===== config.mk =====
export PLATFORM = sky130hd
export DESIGN_NAME = interrupt_collect_mask
export DESIGN_NICKNAME = d
export VERILOG_FILES = /design/src/core/icm_pkg.sv /design/src/core/interrupt_collect_mask.sv
export VERILOG_INCLUDE_DIRS = /design/src /design/src/core
export SDC_FILE = /design/constraint.sdc
export NUM_CORES = 1
export LEC_CHECK = 0
export BUFFER_PORTS_ARGS = -buffer_cell sky130_fd_sc_hd__buf_2
export CAP_MARGIN = 20
export CELL_PAD_IN_SITES_DETAIL_PLACEMENT = 0
export CELL_PAD_IN_SITES_GLOBAL_PLACEMENT = 1
export CORE_UTILIZATION = 27
export CTS_CLUSTER_SIZE = 16
export DETAILED_ROUTE_END_ITERATION = 8
export HOLD_SLACK_MARGIN = 0.08
export PLACE_DENSITY = 0.89
export SYNTH_ARGS = -nofsm -noshare
export SYNTH_HDL_FRONTEND = slang
export SYNTH_SLANG_ARGS = --single-unit

===== constraint.sdc =====
create_clock -name clock -period 2.35 [get_ports clock]
set_input_delay 0 -clock clock [delete_from_list [all_inputs] [get_ports clock]]
set_output_delay 0 -clock clock [all_outputs]
set_load 0.01 [all_outputs]

===== src/core/icm_consts.svh =====
// Constants for the interrupt collect and mask block
`ifndef ICM_CONSTS_SVH
`define ICM_CONSTS_SVH
`define ICM_BUS_W        64
`define ICM_LATCH_W      7
`define ICM_SEL_MSB      6
`define ICM_SEL_LSB      4
`define ICM_SEL_HIT      3'h0
`define ICM_WE_MSB       22
`define ICM_WE_LSB       16
`define ICM_VAL_MSB      6
`define ICM_VAL_LSB      0
`define ICM_NMI_BIT      6
`define ICM_TMR_BIT      5
`define ICM_HW_MSB       4
`define ICM_HW_PINS      6
`define ICM_PEND_W       8
`define ICM_PEND_TOP     7
`define ICM_PEND_HW_MSB  6
`define ICM_PEND_HW_LSB  2
`define ICM_PEND_SW_MSB  1
`define ICM_LATCH_RESET  7'h00
`endif


===== src/core/icm_pkg.sv =====
// Types for the interrupt collect and mask block
`include "icm_consts.svh"
package icm_pkg;
    typedef struct packed {
        logic [`ICM_HW_PINS-1:0] intSync1;
        logic [`ICM_HW_PINS-1:0] intSync2;
        logic                    nmiSync1;
        logic                    nmiSync2;
        logic                    addrHit;
        logic [`ICM_LATCH_W-1:0] latchBits;
        logic                    nmiPrev;
        logic                    nmiException;
        logic [`ICM_PEND_W-1:0]  pendingBits;
        logic                    interruptRequest;
    } icm_state_t;
endpackage


===== src/core/interrupt_collect_mask.sv =====
// Interrupt gathering, masking and nonmaskable edge detection
// How it works
// - Six hardware, timer, two software, one nonmaskable
// - Hardware requests from bus write or pin
// - Hardware pins sampled each rising clock
// - Nonmaskable pin sampled; bus write also raises
// - Write with bus bits 6:4 zero hits latch
// - Latch is write only, never read back
// - Bits 22:16 enable, bits 6:0 give values
// - Latch bit 5 or pin, timer muxed
// - Latch bits 4:0 or pins into pending
// - Nonmaskable is latch bit 6 or pin
// - Only assertion edge raises nonmaskable exception
// - Pending bits ANDed with mask, then ORed
// - Result gated by global enable
`timescale 1ns/100ps
`include "icm_consts.svh"
module interrupt_collect_mask
    import icm_pkg::*;
(
    input  wire logic                    clock,
    input  wire logic                    reset_n,
    input  wire logic [`ICM_BUS_W-1:0]   sysAddrDataBus,
    input  wire logic                    extWriteAddr,
    input  wire logic                    extWriteData,
    input  wire logic [`ICM_HW_PINS-1:0] intPin_n,
    input  wire logic                    nmiPin_n,
    input  wire logic                    timerRequest,
    input  wire logic                    timerSelect,
    input  wire logic [1:0]              softwareRequest,
    input  wire logic [`ICM_PEND_W-1:0]  maskBits,
    input  wire logic                    globalIrqEnable,
    output logic      [`ICM_PEND_W-1:0]  pendingBits,
    output logic                         interruptRequest,
    output logic                         nmiException
);
    icm_state_t st_reg;
    icm_state_t st_next;

    logic [`ICM_LATCH_W-1:0] writeEnables;
    logic [`ICM_LATCH_W-1:0] writeValues;
    logic [`ICM_LATCH_W-1:0] latchWritten;
    logic [`ICM_HW_PINS-1:0] hwRequest;
    logic                    nmiLevel;
    logic                    selectHit;

    assign writeEnables = sysAddrDataBus[`ICM_WE_MSB:`ICM_WE_LSB];
    assign writeValues  = sysAddrDataBus[`ICM_VAL_MSB:`ICM_VAL_LSB];
    assign latchWritten = (st_reg.latchBits & ~writeEnables) | (writeValues & writeEnables);
    assign selectHit    = sysAddrDataBus[`ICM_SEL_MSB:`ICM_SEL_LSB] == `ICM_SEL_HIT;
    // Pins are active low; latch bits OR onto them
    assign hwRequest    = st_reg.latchBits[`ICM_TMR_BIT:0] | ~st_reg.intSync2;
    assign nmiLevel     = st_reg.latchBits[`ICM_NMI_BIT] | ~st_reg.nmiSync2;

    always_comb begin
        st_next = st_reg;
        // Two-stage sampling of the pins
        st_next.intSync1 = intPin_n;
        st_next.intSync2 = st_reg.intSync1;
        st_next.nmiSync1 = nmiPin_n;
        st_next.nmiSync2 = st_reg.nmiSync1;
        // Address cycle decides whether the data cycle lands in the latch
        if (extWriteAddr) begin
            st_next.addrHit = selectHit;
        end else if (extWriteData) begin
            st_next.addrHit = 1'b0;
        end
        // No read path exists for the latch
        if (extWriteData && st_reg.addrHit) begin
            st_next.latchBits = latchWritten;
        end
        st_next.nmiPrev      = nmiLevel;
        st_next.nmiException = nmiLevel & ~st_reg.nmiPrev;
        st_next.pendingBits[`ICM_PEND_TOP] = timerSelect ? timerRequest
                                                         : hwRequest[`ICM_TMR_BIT];
        st_next.pendingBits[`ICM_PEND_HW_MSB:`ICM_PEND_HW_LSB] = hwRequest[`ICM_HW_MSB:0];
        st_next.pendingBits[`ICM_PEND_SW_MSB:0] = softwareRequest;
        st_next.interruptRequest = (|(st_reg.pendingBits & maskBits)) & globalIrqEnable;
    end

    always_ff @(posedge clock) begin
        if (!reset_n) begin
            st_reg <= '0;
            st_reg.intSync1 <= '1;
            st_reg.intSync2 <= '1;
            st_reg.nmiSync1 <= 1'b1;
            st_reg.nmiSync2 <= 1'b1;
            st_reg.nmiPrev  <= 1'b1;
            st_reg.latchBits <= `ICM_LATCH_RESET;
        end else begin
            st_reg <= st_next;
        end
    end

    assign pendingBits      = st_reg.pendingBits;
    assign interruptRequest = st_reg.interruptRequest;
    assign nmiException     = st_reg.nmiException;

    logic [`ICM_LATCH_W-1:0] latchPrev;
    logic [`ICM_PEND_W-1:0]  maskedPend;
    assign latchPrev  = st_reg.latchBits;
    assign maskedPend = st_reg.pendingBits & maskBits;
endmodule // interrupt_collect_mask


== Yosys cells after proc, flatten, opt, wreduce, memory -nomap -nowiden ==
Cells that the tools add are included.
Storage, ports and cells
  bits of input ports: 88
  word-level logic and storage cells: 29
  output and inout port bits: 10
  register bits after elaboration: 33
Operators by class
  bitwise logic cells: 12
  reduce and logical (&&, ||, !) cells: 4
  mux-type cells: 3
Operators with widths (number)
  AND 7 bit: 2
  AND 8 bit: 1
  OR reduction 8 bit: 1
  inverter 7 bit: 1
  bitwise OR 7 bit: 1
  inverter 6 bit: 1
  bitwise OR 6 bit: 1
  logical NOT 3 bit: 1
  2-to-1 mux 1 bit: 3
  AND 1 bit: 2
  inverter 1 bit: 2
  nonzero test 2 bit: 1
  logical AND 1 bit: 1
  bitwise OR 1 bit: 1

== Depth between registers and ports, before layout ==
Gate-level depths: netlist of the first run.
  depth in word-level cells: 3
  depth in mapped cells: 4
  gate-level depth less buffers: 3

== Worst setup path before layout of the first run ==
No wires, ideal clock.
  path type: register to register
  from: register st_reg[18] (netlist bit)
  to: register with a tool-made name
  library setup time: 0.116 ns
  buffers on the path: 0
  slack: 1.548 ns
  data arrival time: 0.686 ns
  stages on the path, launching flop included: 4
  required time: 2.234 ns
  clock period less this slack: 0.802 ns
  cell sequence: dfxtp_1 nand3_1 mux2i_1 nor2b_1
RTL lines
  from (decl): RTL line interrupt_collect_mask.sv:37  | icm_state_t st_reg;
  from (signal assigned): RTL line interrupt_collect_mask.sv:91  | st_reg <= st_next;

== Worst setup path in the final report of the first run ==
  from: register st_reg, in the netlist pendingBits[2]
  to: register st_reg, in the netlist interruptRequest
Between the ends
  word-level cells in the longest chain between the ends: 3
Ends and longest elaborated chain
  AND 8 bit
  OR reduction 8 bit: RTL line interrupt_collect_mask.sv:78  | st_next.interruptRequest = (|(st_reg.pendingBits & maskBits)) & globalIrqEnable;
  AND 1 bit: RTL line interrupt_collect_mask.sv:78
Every way passes these cells.
A chain may end at the register's enable or synchronous reset.

==> results of run 1 <==
==> what timing repair did <==
item                                    4_1_cts  5_1_grt
endpoints found under the setup margin        0        0
hold buffers                                 21        0
endpoints found under the hold margin        19        0
==> cell families (layout without fill, tap and decap cells) <==
kind of cell,Yosys count,after routing,share of synthesized area (%)
AO/OA/AOI/OAI,13,13,7.983
buffers and inverters,19,83,9.493
flip-flops,33,33,56.96
multiplexers,7,7,6.041
AND/OR/NAND/NOR,37,37,19.52
==> cell usage in the layout, fill, tap and decap left out, drive strengths merged <==
cell | Yosys | routed
a21boi | 5 | 5
a21oi | 1 | 1
a22oi | 4 | 4
a31oi | 1 | 1
a41oi | 1 | 1
and2 | 2 | 2
buf | 11 | 47
bufinv | 0 | 1
clkbuf | 1 | 6
clkinvlp | 0 | 1
dfxtp | 33 | 33
dlygate4sd3 | 0 | 21
inv | 7 | 7
mux2i | 7 | 7
nand2 | 2 | 2
nand2b | 12 | 12
nand3 | 7 | 7
nor2b | 9 | 9
nor3 | 1 | 1
nor3b | 2 | 2
o21ai | 1 | 1
or2b | 2 | 2
==> per-stage QoR <==
stage / setup slack, ns / std cells / utilization, %
after floorplan: 1.548 / 109 / -
after global placement: 1.386 / 194 / 33.86
after detailed placement: 1.374 / 194 / 33.86
after CTS: 0.9659 / 223 / 42.00
after global routing: 0.9516 / 223 / 42.00
final: 0.9916 / 223 / 42.00
==> layer usage <==
| layer | vias up | share of wire [%] |
|---|---|---|
| li1 | 473 | - |
| met1 | 388 | 46 |
| met2 | 32 | 46 |
| met3 | 2 | 6.7 |
| met4 | 0 | 0.53 |
| met5 | - | 0 |
==> final cells by class <==
cell class	instances	area [µm²]
multi-input cells	57	389.1
flip-flops and latches	33	660.6
well taps	50	62.56
clock inverters	2	37.54
clock buffers	6	82.58
repair buffers	68	445.4
inverters	7	26.28
fillers	391	2354
==> critical path: cells and delay by family, from the launching register on <==
kind / cells / cell delay, ns
AO/OA/AOI/OAI: 2 / 0.38
buffers and inverters: 1 / 0.57
flip-flops: 1 / 0.31
==> final timing paths <==
kind	start	end	cells after the start
max	pendingBits[2]$_SDFF_PN0_	interruptRequest$_SDFF_PN0_	3
min	sysAddrDataBus[19]	register	4
max reg2reg	pendingBits[2]$_SDFF_PN0_	interruptRequest$_SDFF_PN0_	3
min reg2reg	st_reg[10]$_SDFF_PN1_	nmiException$_SDFF_PN0_	1
==> power breakdown <==
| part | switching, µW | internal [µW] | leakage, µW |
|---|---|---|---|
| combinational | 34.7 | 64.4 | 0.000443 |
| sequential | 6.34 | 579 | 0.000271 |
| clock | 199 | 344 | 0.0000574 |
| total | 240 | 988 | 0.000771 |
==> metrics list, run 1 <==
* Total setup violations reported at the end of the flow: 0
- Cell taking the most area after synthesis: sky130_fd_sc_hd__dfxtp_1
* Post-synth EDFFs: 0
* Min cycle time layout: 1.358 ns
- Entering global routing, the biggest net connects 34 pins.
- The floorplan has 23 rows.
- The number of pins with negative max-slew slack in the final report is 0.
- Post-synthesis cell count: 109
* Clock Tree Root: sky130_fd_sc_hd__clkbuf_8
* Number of design-rule violations left by the first detailed-router iteration: 15
- Number of buffers inserted by post-CTS setup repair: 0
* Number of antenna violations at the first check in global routing: 0
* Rel. slew slack: 67.76%
- Period utilisation layout: 57.80%
- Critical Path RT: 2.51 ns
* Post-synthesis instance area: 1160 µm²
* Overall die width: 67.54 µm
- In the synthesized netlist the async set-or-reset flop fraction comes to 0%.
- Start-to-end type of the worst setup path: reg2reg
- Dividing the detail-routed via count by the number of cells gives 4.013.
- The worst setup path is launched from a register.
* GR peak layer: met2
- Across the routed clock network, the largest skew measured is 0.002941 ns.
- The first global-routing pass estimated 3.470 mm of wire.
- Based on the critical path, the design can be clocked at up to 736.2 MHz.
- Overall fraction of global-route tracks in use: 10.82%
* Slack of the worst reg-to-reg path: 0.99 ns
- Cells along the critical path: a22oi_1, a41oi_1, dlygate4sd3_1
* Number of port buffers: 47
- GPL Wtd Cong: 0.6745
- Met3 global-route usage: 4.392%
- During synthesis, Yosys emitted a total of 0 warnings.
* Cell variety after synth: 21
* Final antenna-violating net count: 0
- Hold Crit Class: in2reg
- The count of endpoints failing hold in the final timing report came to 0.
- Maximum buffer depth of the clock tree: 2
* Total iterations of the first detailed-routing run: 4
- From bottom edge to top edge, the die measures 67.54 µm.
* Endpoint type of the worst setup path: register
- Share of the synthesized area in the top cell type: 56.96%
- For this run, global-route usage on met2 was measured as 18.19%.
- Final total negative setup slack: 0 ns
- Global routing used 11.83% of the available met1 tracks.
* Cell with the largest stage delay on the worst path: sky130_fd_sc_hd__dlygate4sd3_1
- Share of cells above drive strength 1: 32.37%
- Total of cells resized after clock tree synthesis: 0
* Fraction of the yosys area taken by sequential cells: 56.96%
* Synth area leaders: sky130_fd_sc_hd__dfxtp_1 (57%), sky130_fd_sc_hd__buf_4 (6.5%), sky130_fd_sc_hd__nand2b_1 (6.5%)
- Average wire length per cell after detail routing: 10.10 µm
- TritonCTS built the clock tree.
- The run finished with clean final reports.
- Summed over all cells, the static leakage comes to 0.0007711 µW.
* Net count after synthesis: 197
- Delay contributed by the slowest stage of the critical path: 0.57 ns
- Across all hold checks on the routed design, the worst slack comes to 0.1035 ns.
- The number of global-route vias before repair was 859.
* Arrival time at the worst endpoint: 1.52 ns
- Clock slew seen by the registers of the worst setup and hold paths: 0.07 ns
* Ports placed on the boundary: 98
- Setup repair after global routing left no endpoint under its margin.
* Average instance area after synthesis: 10.64 µm²
* Transition time of the tightest slew-check pin: 0.4836 ns
- Maximum fanout along the worst path: 2
- The net count of the finished layout is 260.
- Dividing total power by cell area gives a power density of 720.3 nW/µm².
- The clock tree synthesis step divided the H-tree into 2 levels.
* Detailed-route DRC error count: 0
* Initial core utilization: 28.58%
- Across the VDD grid, the largest voltage drop is 0.4284 mV.
* Synthesis-to-layout area growth: 46.93%
* Cell area after layout: 1704 µm²
* Clock Sink Count: 33
- Total vias in the final route: 895
* Die footprint: 4562 µm²
- Number of clock buffers inserted by TritonCTS: 5
- By count the netlist is led by sky130_fd_sc_hd__dfxtp_1 (33), sky130_fd_sc_hd__nand2b_1 (12), sky130_fd_sc_hd__buf_4 (10).
- The completed layout was analyzed and its total power is 1228 µW.
- The region available for standard cell placement spans 4058 µm².
- The clock reaches the later pin of the worst-skew pair after 0.27 ns.
- The routed design has 2.252 mm of wire.
- Summed over all layers, the global routing overflow is 0.
- For this run, the leading register cell type out of synthesis is sky130_fd_sc_hd__dfxtp_1.
* Antenna Cells: 0
- Library cell with the highest instance count after synthesis: sky130_fd_sc_hd__dfxtp_1
- Summing all placed instances gives a cell area of 1374 µm².
* Flip-flop and latch count after synthesis: 33
- Max_cap viols: 0
(Power assumes the default switching activity.)
==> run 2, diff against run 1 <==
CORE_UTILIZATION = 23   (was 27)
PLACE_DENSITY = 0.81   (was 0.89)
clock period = 1.2 ns   (was 2.35 ns; I/O delays follow)
==> run 2 against run 1 <==
Die area increased by 17%. Worst setup slack got worse by 0.94 ns. Routed wire length increased by 9.5%. Critical endpoint is now st_next[23]$_SDFF_PN1_. Clock power increased by 50%.
==> metrics list, run 2 (synthesis gave the netlist of run 1 again) <==
* Overflow left after global routing: 0
* Height of the die: 73.02 µm
* Detailed-route DRC error count: 0
- Cell-internal power: 1735 µW
* Clk pwr share: 37.3%
* Total vias in the final route: 950
- P per Cell Area: 1222 nW/µm²
* GPL Wtd Cong: 0.6738
- Period utilisation layout: 95.96%
* Layout net count: 270
* Sequential group share of total power: 52.5%
* Startpoint class of the critical path: input port
- Result of the run: finished clean
- Once placement completed, the tool counted placed cells totaling 213.
* Share of cells above drive strength 1: 30.77%
- Hold violation count in the final report: 0
- Max_cap viols: 0
- The clock drives 33 sinks.
* Hold Crit Class: in2reg
- The clock passes through at most 2 buffers.
* Start-to-end type of the worst setup path: in2reg
- Cell with the largest stage delay on the worst path: sky130_fd_sc_hd__dlygate4sd3_1
- RSZ-0062 raised after global routing: no
* NetSw: 447.9 µW
- The detailed router finished its first iteration with 7 violations.
- Most numerous cell on the critical path: sky130_fd_sc_hd__dlygate4sd3_1
- For this design the static power due to leakage is 0.0007944 µW.
* Switching Fraction: 20.51%
- Post-cts hold buffer count: 29
- Clock skew on the completed layout was measured at 0.003727 ns.
* Total core area: 4786 µm²
- In the layout the commonest cells are sky130_fd_sc_hd__buf_2 (47), sky130_fd_sc_hd__dfxtp_1 (33), sky130_fd_sc_hd__dlygate4sd3_1 (29), sky130_fd_sc_hd__nand2b_1 (12), sky130_fd_sc_hd__nor2b_1 (9).
* Slew Limit Fails: 0
- After detailed routing, the average wire length per cell comes to 9.900 µm.
- The first global-routing pass estimated 3.905 mm of wire.
- H-tree Lvls: 2
- Timing would allow up to 868.4 MHz.
- Number of clock buffers inserted by TritonCTS: 5
- Clock-pin slew was measured on the worst setup and hold paths at 0.06 ns.
- For the worst-skew pair, the clock arrives at the later sink with an insertion delay of 0.27 ns.
- Die footprint: 5331 µm²
- Endpoint type of the worst setup path: register
- For this run, the number of standard cells in the final layout without fillers is 249.
- The number of global-route vias before repair is 898.
- In this design, the stage delay of the slowest critical-path cell is 0.55 ns.
- Of all nets on the critical path, the largest fanout is 1.
* Rel. slew slack: 80.43%
* Critical Path RT: 1.36 ns
- Arrival time at the worst endpoint: 1.31 ns
- 98 I/O pins were placed.
- The clock period could shrink to 1.152 ns.
- Combinational group share of total power: 10.1%
- Total setup violations reported at the end of the flow: 0
- The initial utilization of the core area, before any placement, comes to 24.24%.
- TritonCTS built the clock tree.
- Input and output buffers added on the ports amount to 47.
- The pre-antenna-repair detailed-routing pass consisted of 3 iterations.
- Peak supply drop: 0.5566 mV
- CTS placed an instance of sky130_fd_sc_hd__clkbuf_8 at the clock tree root.
- Synthesis-to-layout area growth: 54.05%
- Number of buffers inserted by post-CTS setup repair: 0
* Vias per cell: 3.815
* Total of cells resized after clock tree synthesis: 0
* Final antenna-violating net count: 0
- Adding up every negative setup slack in the final design gives 0 ns.
* Cells along the critical path: dlygate4sd3_1, buf_2, nand2b_1, dlygate4sd3_1
* Number of antenna violations at the first check in global routing: 0
- Antenna Cells: 0
- Measured along the x axis, the die boundary spans 73.02 µm.
- Hold is met by 0.08652 ns.
* Overall fraction of global-route tracks in use: 10.19%
- For the pin with the worst max-slew slack, the measured transition is 0.2931 ns.
- Most frequent standard cell in the layout excluding fill and tap cells: sky130_fd_sc_hd__buf_2
- Row cnt: 25
- Aggregate routed wire length: 2.465 mm
* Maximum number of pins on one net before global-route repair: 19
run 2: power groups by stage:
stage               Sequential, µW  Combinational (µW)  Clock, µW
floorplan                     1170                78.2          0
global placement              1170                 147          0
detailed placement            1170                 149          0
CTS                           1150                 222        861
global route                  1150                 244        907
finish                        1150                 221        815
run 2: per-stage QoR:
step / util [%] / worst slack, ns / area (µm²) / power (µW)
floorplan: - / 0.3982 / 1160 / 1247
global placement: 29.46 / 0.2223 / 1410 / 1318
detailed placement: 29.46 / 0.1946 / 1410 / 1321
CTS: 37.33 / 0.06181 / 1787 / 2230
global route: 37.33 / 0.02294 / 1787 / 2301
finish: 37.33 / 0.04848 / 1787 / 2183
run 2: layout make-up:
class,instances,area (µm²)
Timing Repair Buffer,78,540.5
Sequential cell,33,660.6
Multi-Input combinational cell,57,389.1
Clock buffer,7,86.33
Inverter,7,26.28
Fill cell,490,2999
Tap cell,67,83.83
run 2: critical path, delay by kind of cell:
| kind | cells | cell delay, ns |
|---|---|---|
| AND/OR/NAND/NOR | 1 | 0.12 |
| buffers and inverters | 3 | 1.19 |
run 2: final timing paths:
kind	from	endpoint	cells past startpoint	slack [ns]
min reg2reg	st_reg[10]$_SDFF_PN1_	nmiException$_SDFF_PN0_	1	0.39
max	intPin_n[2]	st_next[23]$_SDFF_PN1_	4	0.05
min	maskBits[7]	interruptRequest$_SDFF_PN0_	3	0.09
max reg2reg	st_reg[18]$_SDFFE_PN0P_	register	3	0.22
run 2: routing by layer:
layer	vias to the layer above	routed length (µm)	track usage (%)
met4	0	40	5.229
li1	490	-	-
met2	37	1123	17.08
met1	419	1180	11.53
met3	4	121	3.315
met5	-	0	0
==> run 3, diff against run 2 <==
CELL_PAD_IN_SITES_DETAIL_PLACEMENT = 1   (was 0)
CELL_PAD_IN_SITES_GLOBAL_PLACEMENT = 2   (was 1)
CORE_UTILIZATION = 17   (was 23)
PLACE_DENSITY = 0.79   (was 0.81)
==> run 3 against run 2 <==
The run now ends with design-rule violations left. Critical path depth unchanged. Global-route usage down 0.67 points. Design area up 3.2%. Sequential cell count unchanged. Largest power group unchanged.
==> metrics list, run 3 (synthesis gave the netlist of run 1 again) <==
- The first global-routing pass estimated 4.995 mm of wire.
* Row cnt: 29
- Min cycle time layout: 1.169 ns
- The core region is 6459 µm².
* Aggregate routed wire length: 3.082 mm
* GPL Wtd Cong: 0.6335
- CTS built an H-tree with a depth of 2.
* Ports placed on the boundary: 98
* Average wire length per cell after detail routing: 11.85 µm
- Transition time of the tightest slew-check pin: 0.3297 ns
- Of the cells placed in the final design, the portion with a size suffix greater than 1 is 31.15%.
- Result of the run: complete, but fails checks
- The number of pins with negative max-slew slack in the final report came to 0.
* FF-to-FF Start: st_reg[18]$_SDFFE_PN0P_
- The worst setup path is captured at a register.
* Max_cap viols: 0
- The critical path starts at intPin_n[5].
* P per Cell Area: 1322 nW/µm²
* Total leakage power: 0.0008056 µW
* Hold Crit Depth: 3
- Total chip power: 2437 µW
- Buffers inserted during clock tree synthesis total 5.
- From synthesis to final layout, the design area changed by 58.90%.
- For this run, design rule violations remaining after detail routing come to 2.
- In this run the worst path has a maximum fanout of 1.
- The startpoint identified for the worst hold timing path is maskBits[7].
- Number of antenna violations at the first check in global routing: 0
- Entering global routing, the biggest net connects 28 pins.
- Clock Tree Root: sky130_fd_sc_hd__clkbuf_8
- Height of the die: 84.60 µm
- Most frequent standard cell in the layout excluding fill and tap cells: sky130_fd_sc_hd__buf_2
- Final antenna-violating net count: 0
- The final reports fail on design-rule violations.
- STA puts the critical path data required time at 1.38 ns.
* Number of port buffers: 47
- For the worst setup path, the data arrival time is 1.34 ns.
- RSZ-0062 raised after global routing: no
- Total iterations of the first detailed-routing run: 8
- Maximum operating frequency: 855.6 MHz
- Between clock sinks in the finished design, the worst skew comes to 0.004841 ns.
- Die footprint: 7157 µm²
* Period utilisation layout: 97.40%
- Vias in the first global route: 1076
* Rel. slew slack: 77.99%
- Maximum buffer depth of the clock tree: 2
- In this run the horizontal extent of the chip is 84.60 µm.
- Overflow left after global routing: 0
* Number of design-rule violations left by the first detailed-router iteration: 14
- Setup violations remaining at the end of the flow were counted as 0.
- Start-to-end type of the worst setup path: in2reg
* Initial core utilization: 17.96%
- Commonest non-fill, non-tap cells in the layout: sky130_fd_sc_hd__buf_2 (47), sky130_fd_sc_hd__dfxtp_1 (33), sky130_fd_sc_hd__dlygate4sd3_1 (30), sky130_fd_sc_hd__nand2b_1 (12), sky130_fd_sc_hd__nor2b_1 (9)
- Clock Sink Count: 33
- Startpoint class of the critical path: input port
* Antenna Cells: 0
- The clock reaches the later pin of the worst-skew pair after 0.29 ns.
* Total of cells resized after clock tree synthesis: 0
* Overall fraction of global-route tracks in use: 9.524%
- Detailed-placement wirelength estimate: 1.868 mm
- Final total negative setup slack: 0 ns
* Clock tree from TritonCTS: done
- Vias per cell: 3.773
* Peak supply drop: 0.4380 mV
- The worst register-to-register path has a depth of 3.
- Hold Crit Class: in2reg
* Hold violation count in the final report: 0
* Layout net count: 270
* Clock slew seen by the registers of the worst setup and hold paths: 0.07 ns
- Total vias in the final route: 981
-- run 3: final timing paths --
path         slack [ns]                           to
max                0.03       st_next[26]$_SDFF_PN1_
min                0.08  interruptRequest$_SDFF_PN0_
max reg2reg        0.17                     register
min reg2reg        0.39      nmiException$_SDFF_PN0_
-- run 3: layout make-up --
| cell class | count | area (µm²) |
|---|---|---|
| flip-flops and latches | 33 | 660.6 |
| fillers | 754 | 4616 |
| inverters | 7 | 26.28 |
| repair buffers | 78 | 555.5 |
| well taps | 77 | 96.34 |
| clock buffers | 5 | 68.82 |
| clock inverters | 3 | 46.29 |
| multi-input cells | 57 | 389.1 |
-- run 3: critical path, cell delays in order --
cell and delay (ns):
sky130_fd_sc_hd__dlygate4sd3_1 0.54, sky130_fd_sc_hd__buf_2 0.12, sky130_fd_sc_hd__nand2b_1 0.13, sky130_fd_sc_hd__dlygate4sd3_1 0.56
-- run 3: through the flow --
stage | setup WS (ns) | cells | utilization (%) | hold slack, ns | area, µm²
finish | 0.03123 | 260 | 28.54 | 0.07776 | 1843
global route | 0.01590 | 260 | 28.54 | 0.1201 | 1843
floorplan | 0.3982 | 109 | - | 0.07304 | 1160
detailed placement | 0.1132 | 222 | 22.10 | 0.1819 | 1428
CTS | 0.09040 | 260 | 28.54 | 0.08171 | 1843
global placement | 0.1832 | 222 | 22.10 | 0.1793 | 1428
-- run 3: power by group --
group / switching (µW) / internal, µW / leakage (µW)
sequential: 13.5 / 1130 / 0.000271
clock: 438 / 621 / 0.0000543
combinational: 79.7 / 151 / 0.000480
-- run 3: metal layers --
metal / vias up / GRT usage (%) / share of wire, %
met5: - / 0 / 0
met4: 0 / 4.622 / 1.4
met3: 4 / 2.753 / 5.1
met2: 30 / 17.52 / 53
met1: 454 / 9.892 / 41
li1: 493 / - / -
-- run 3: repair_timing --
item / in CTS / in global routing
hold buffers: 30 / 0
setup buffers: 0 / 0
hold endpoints to repair: 23 / 0
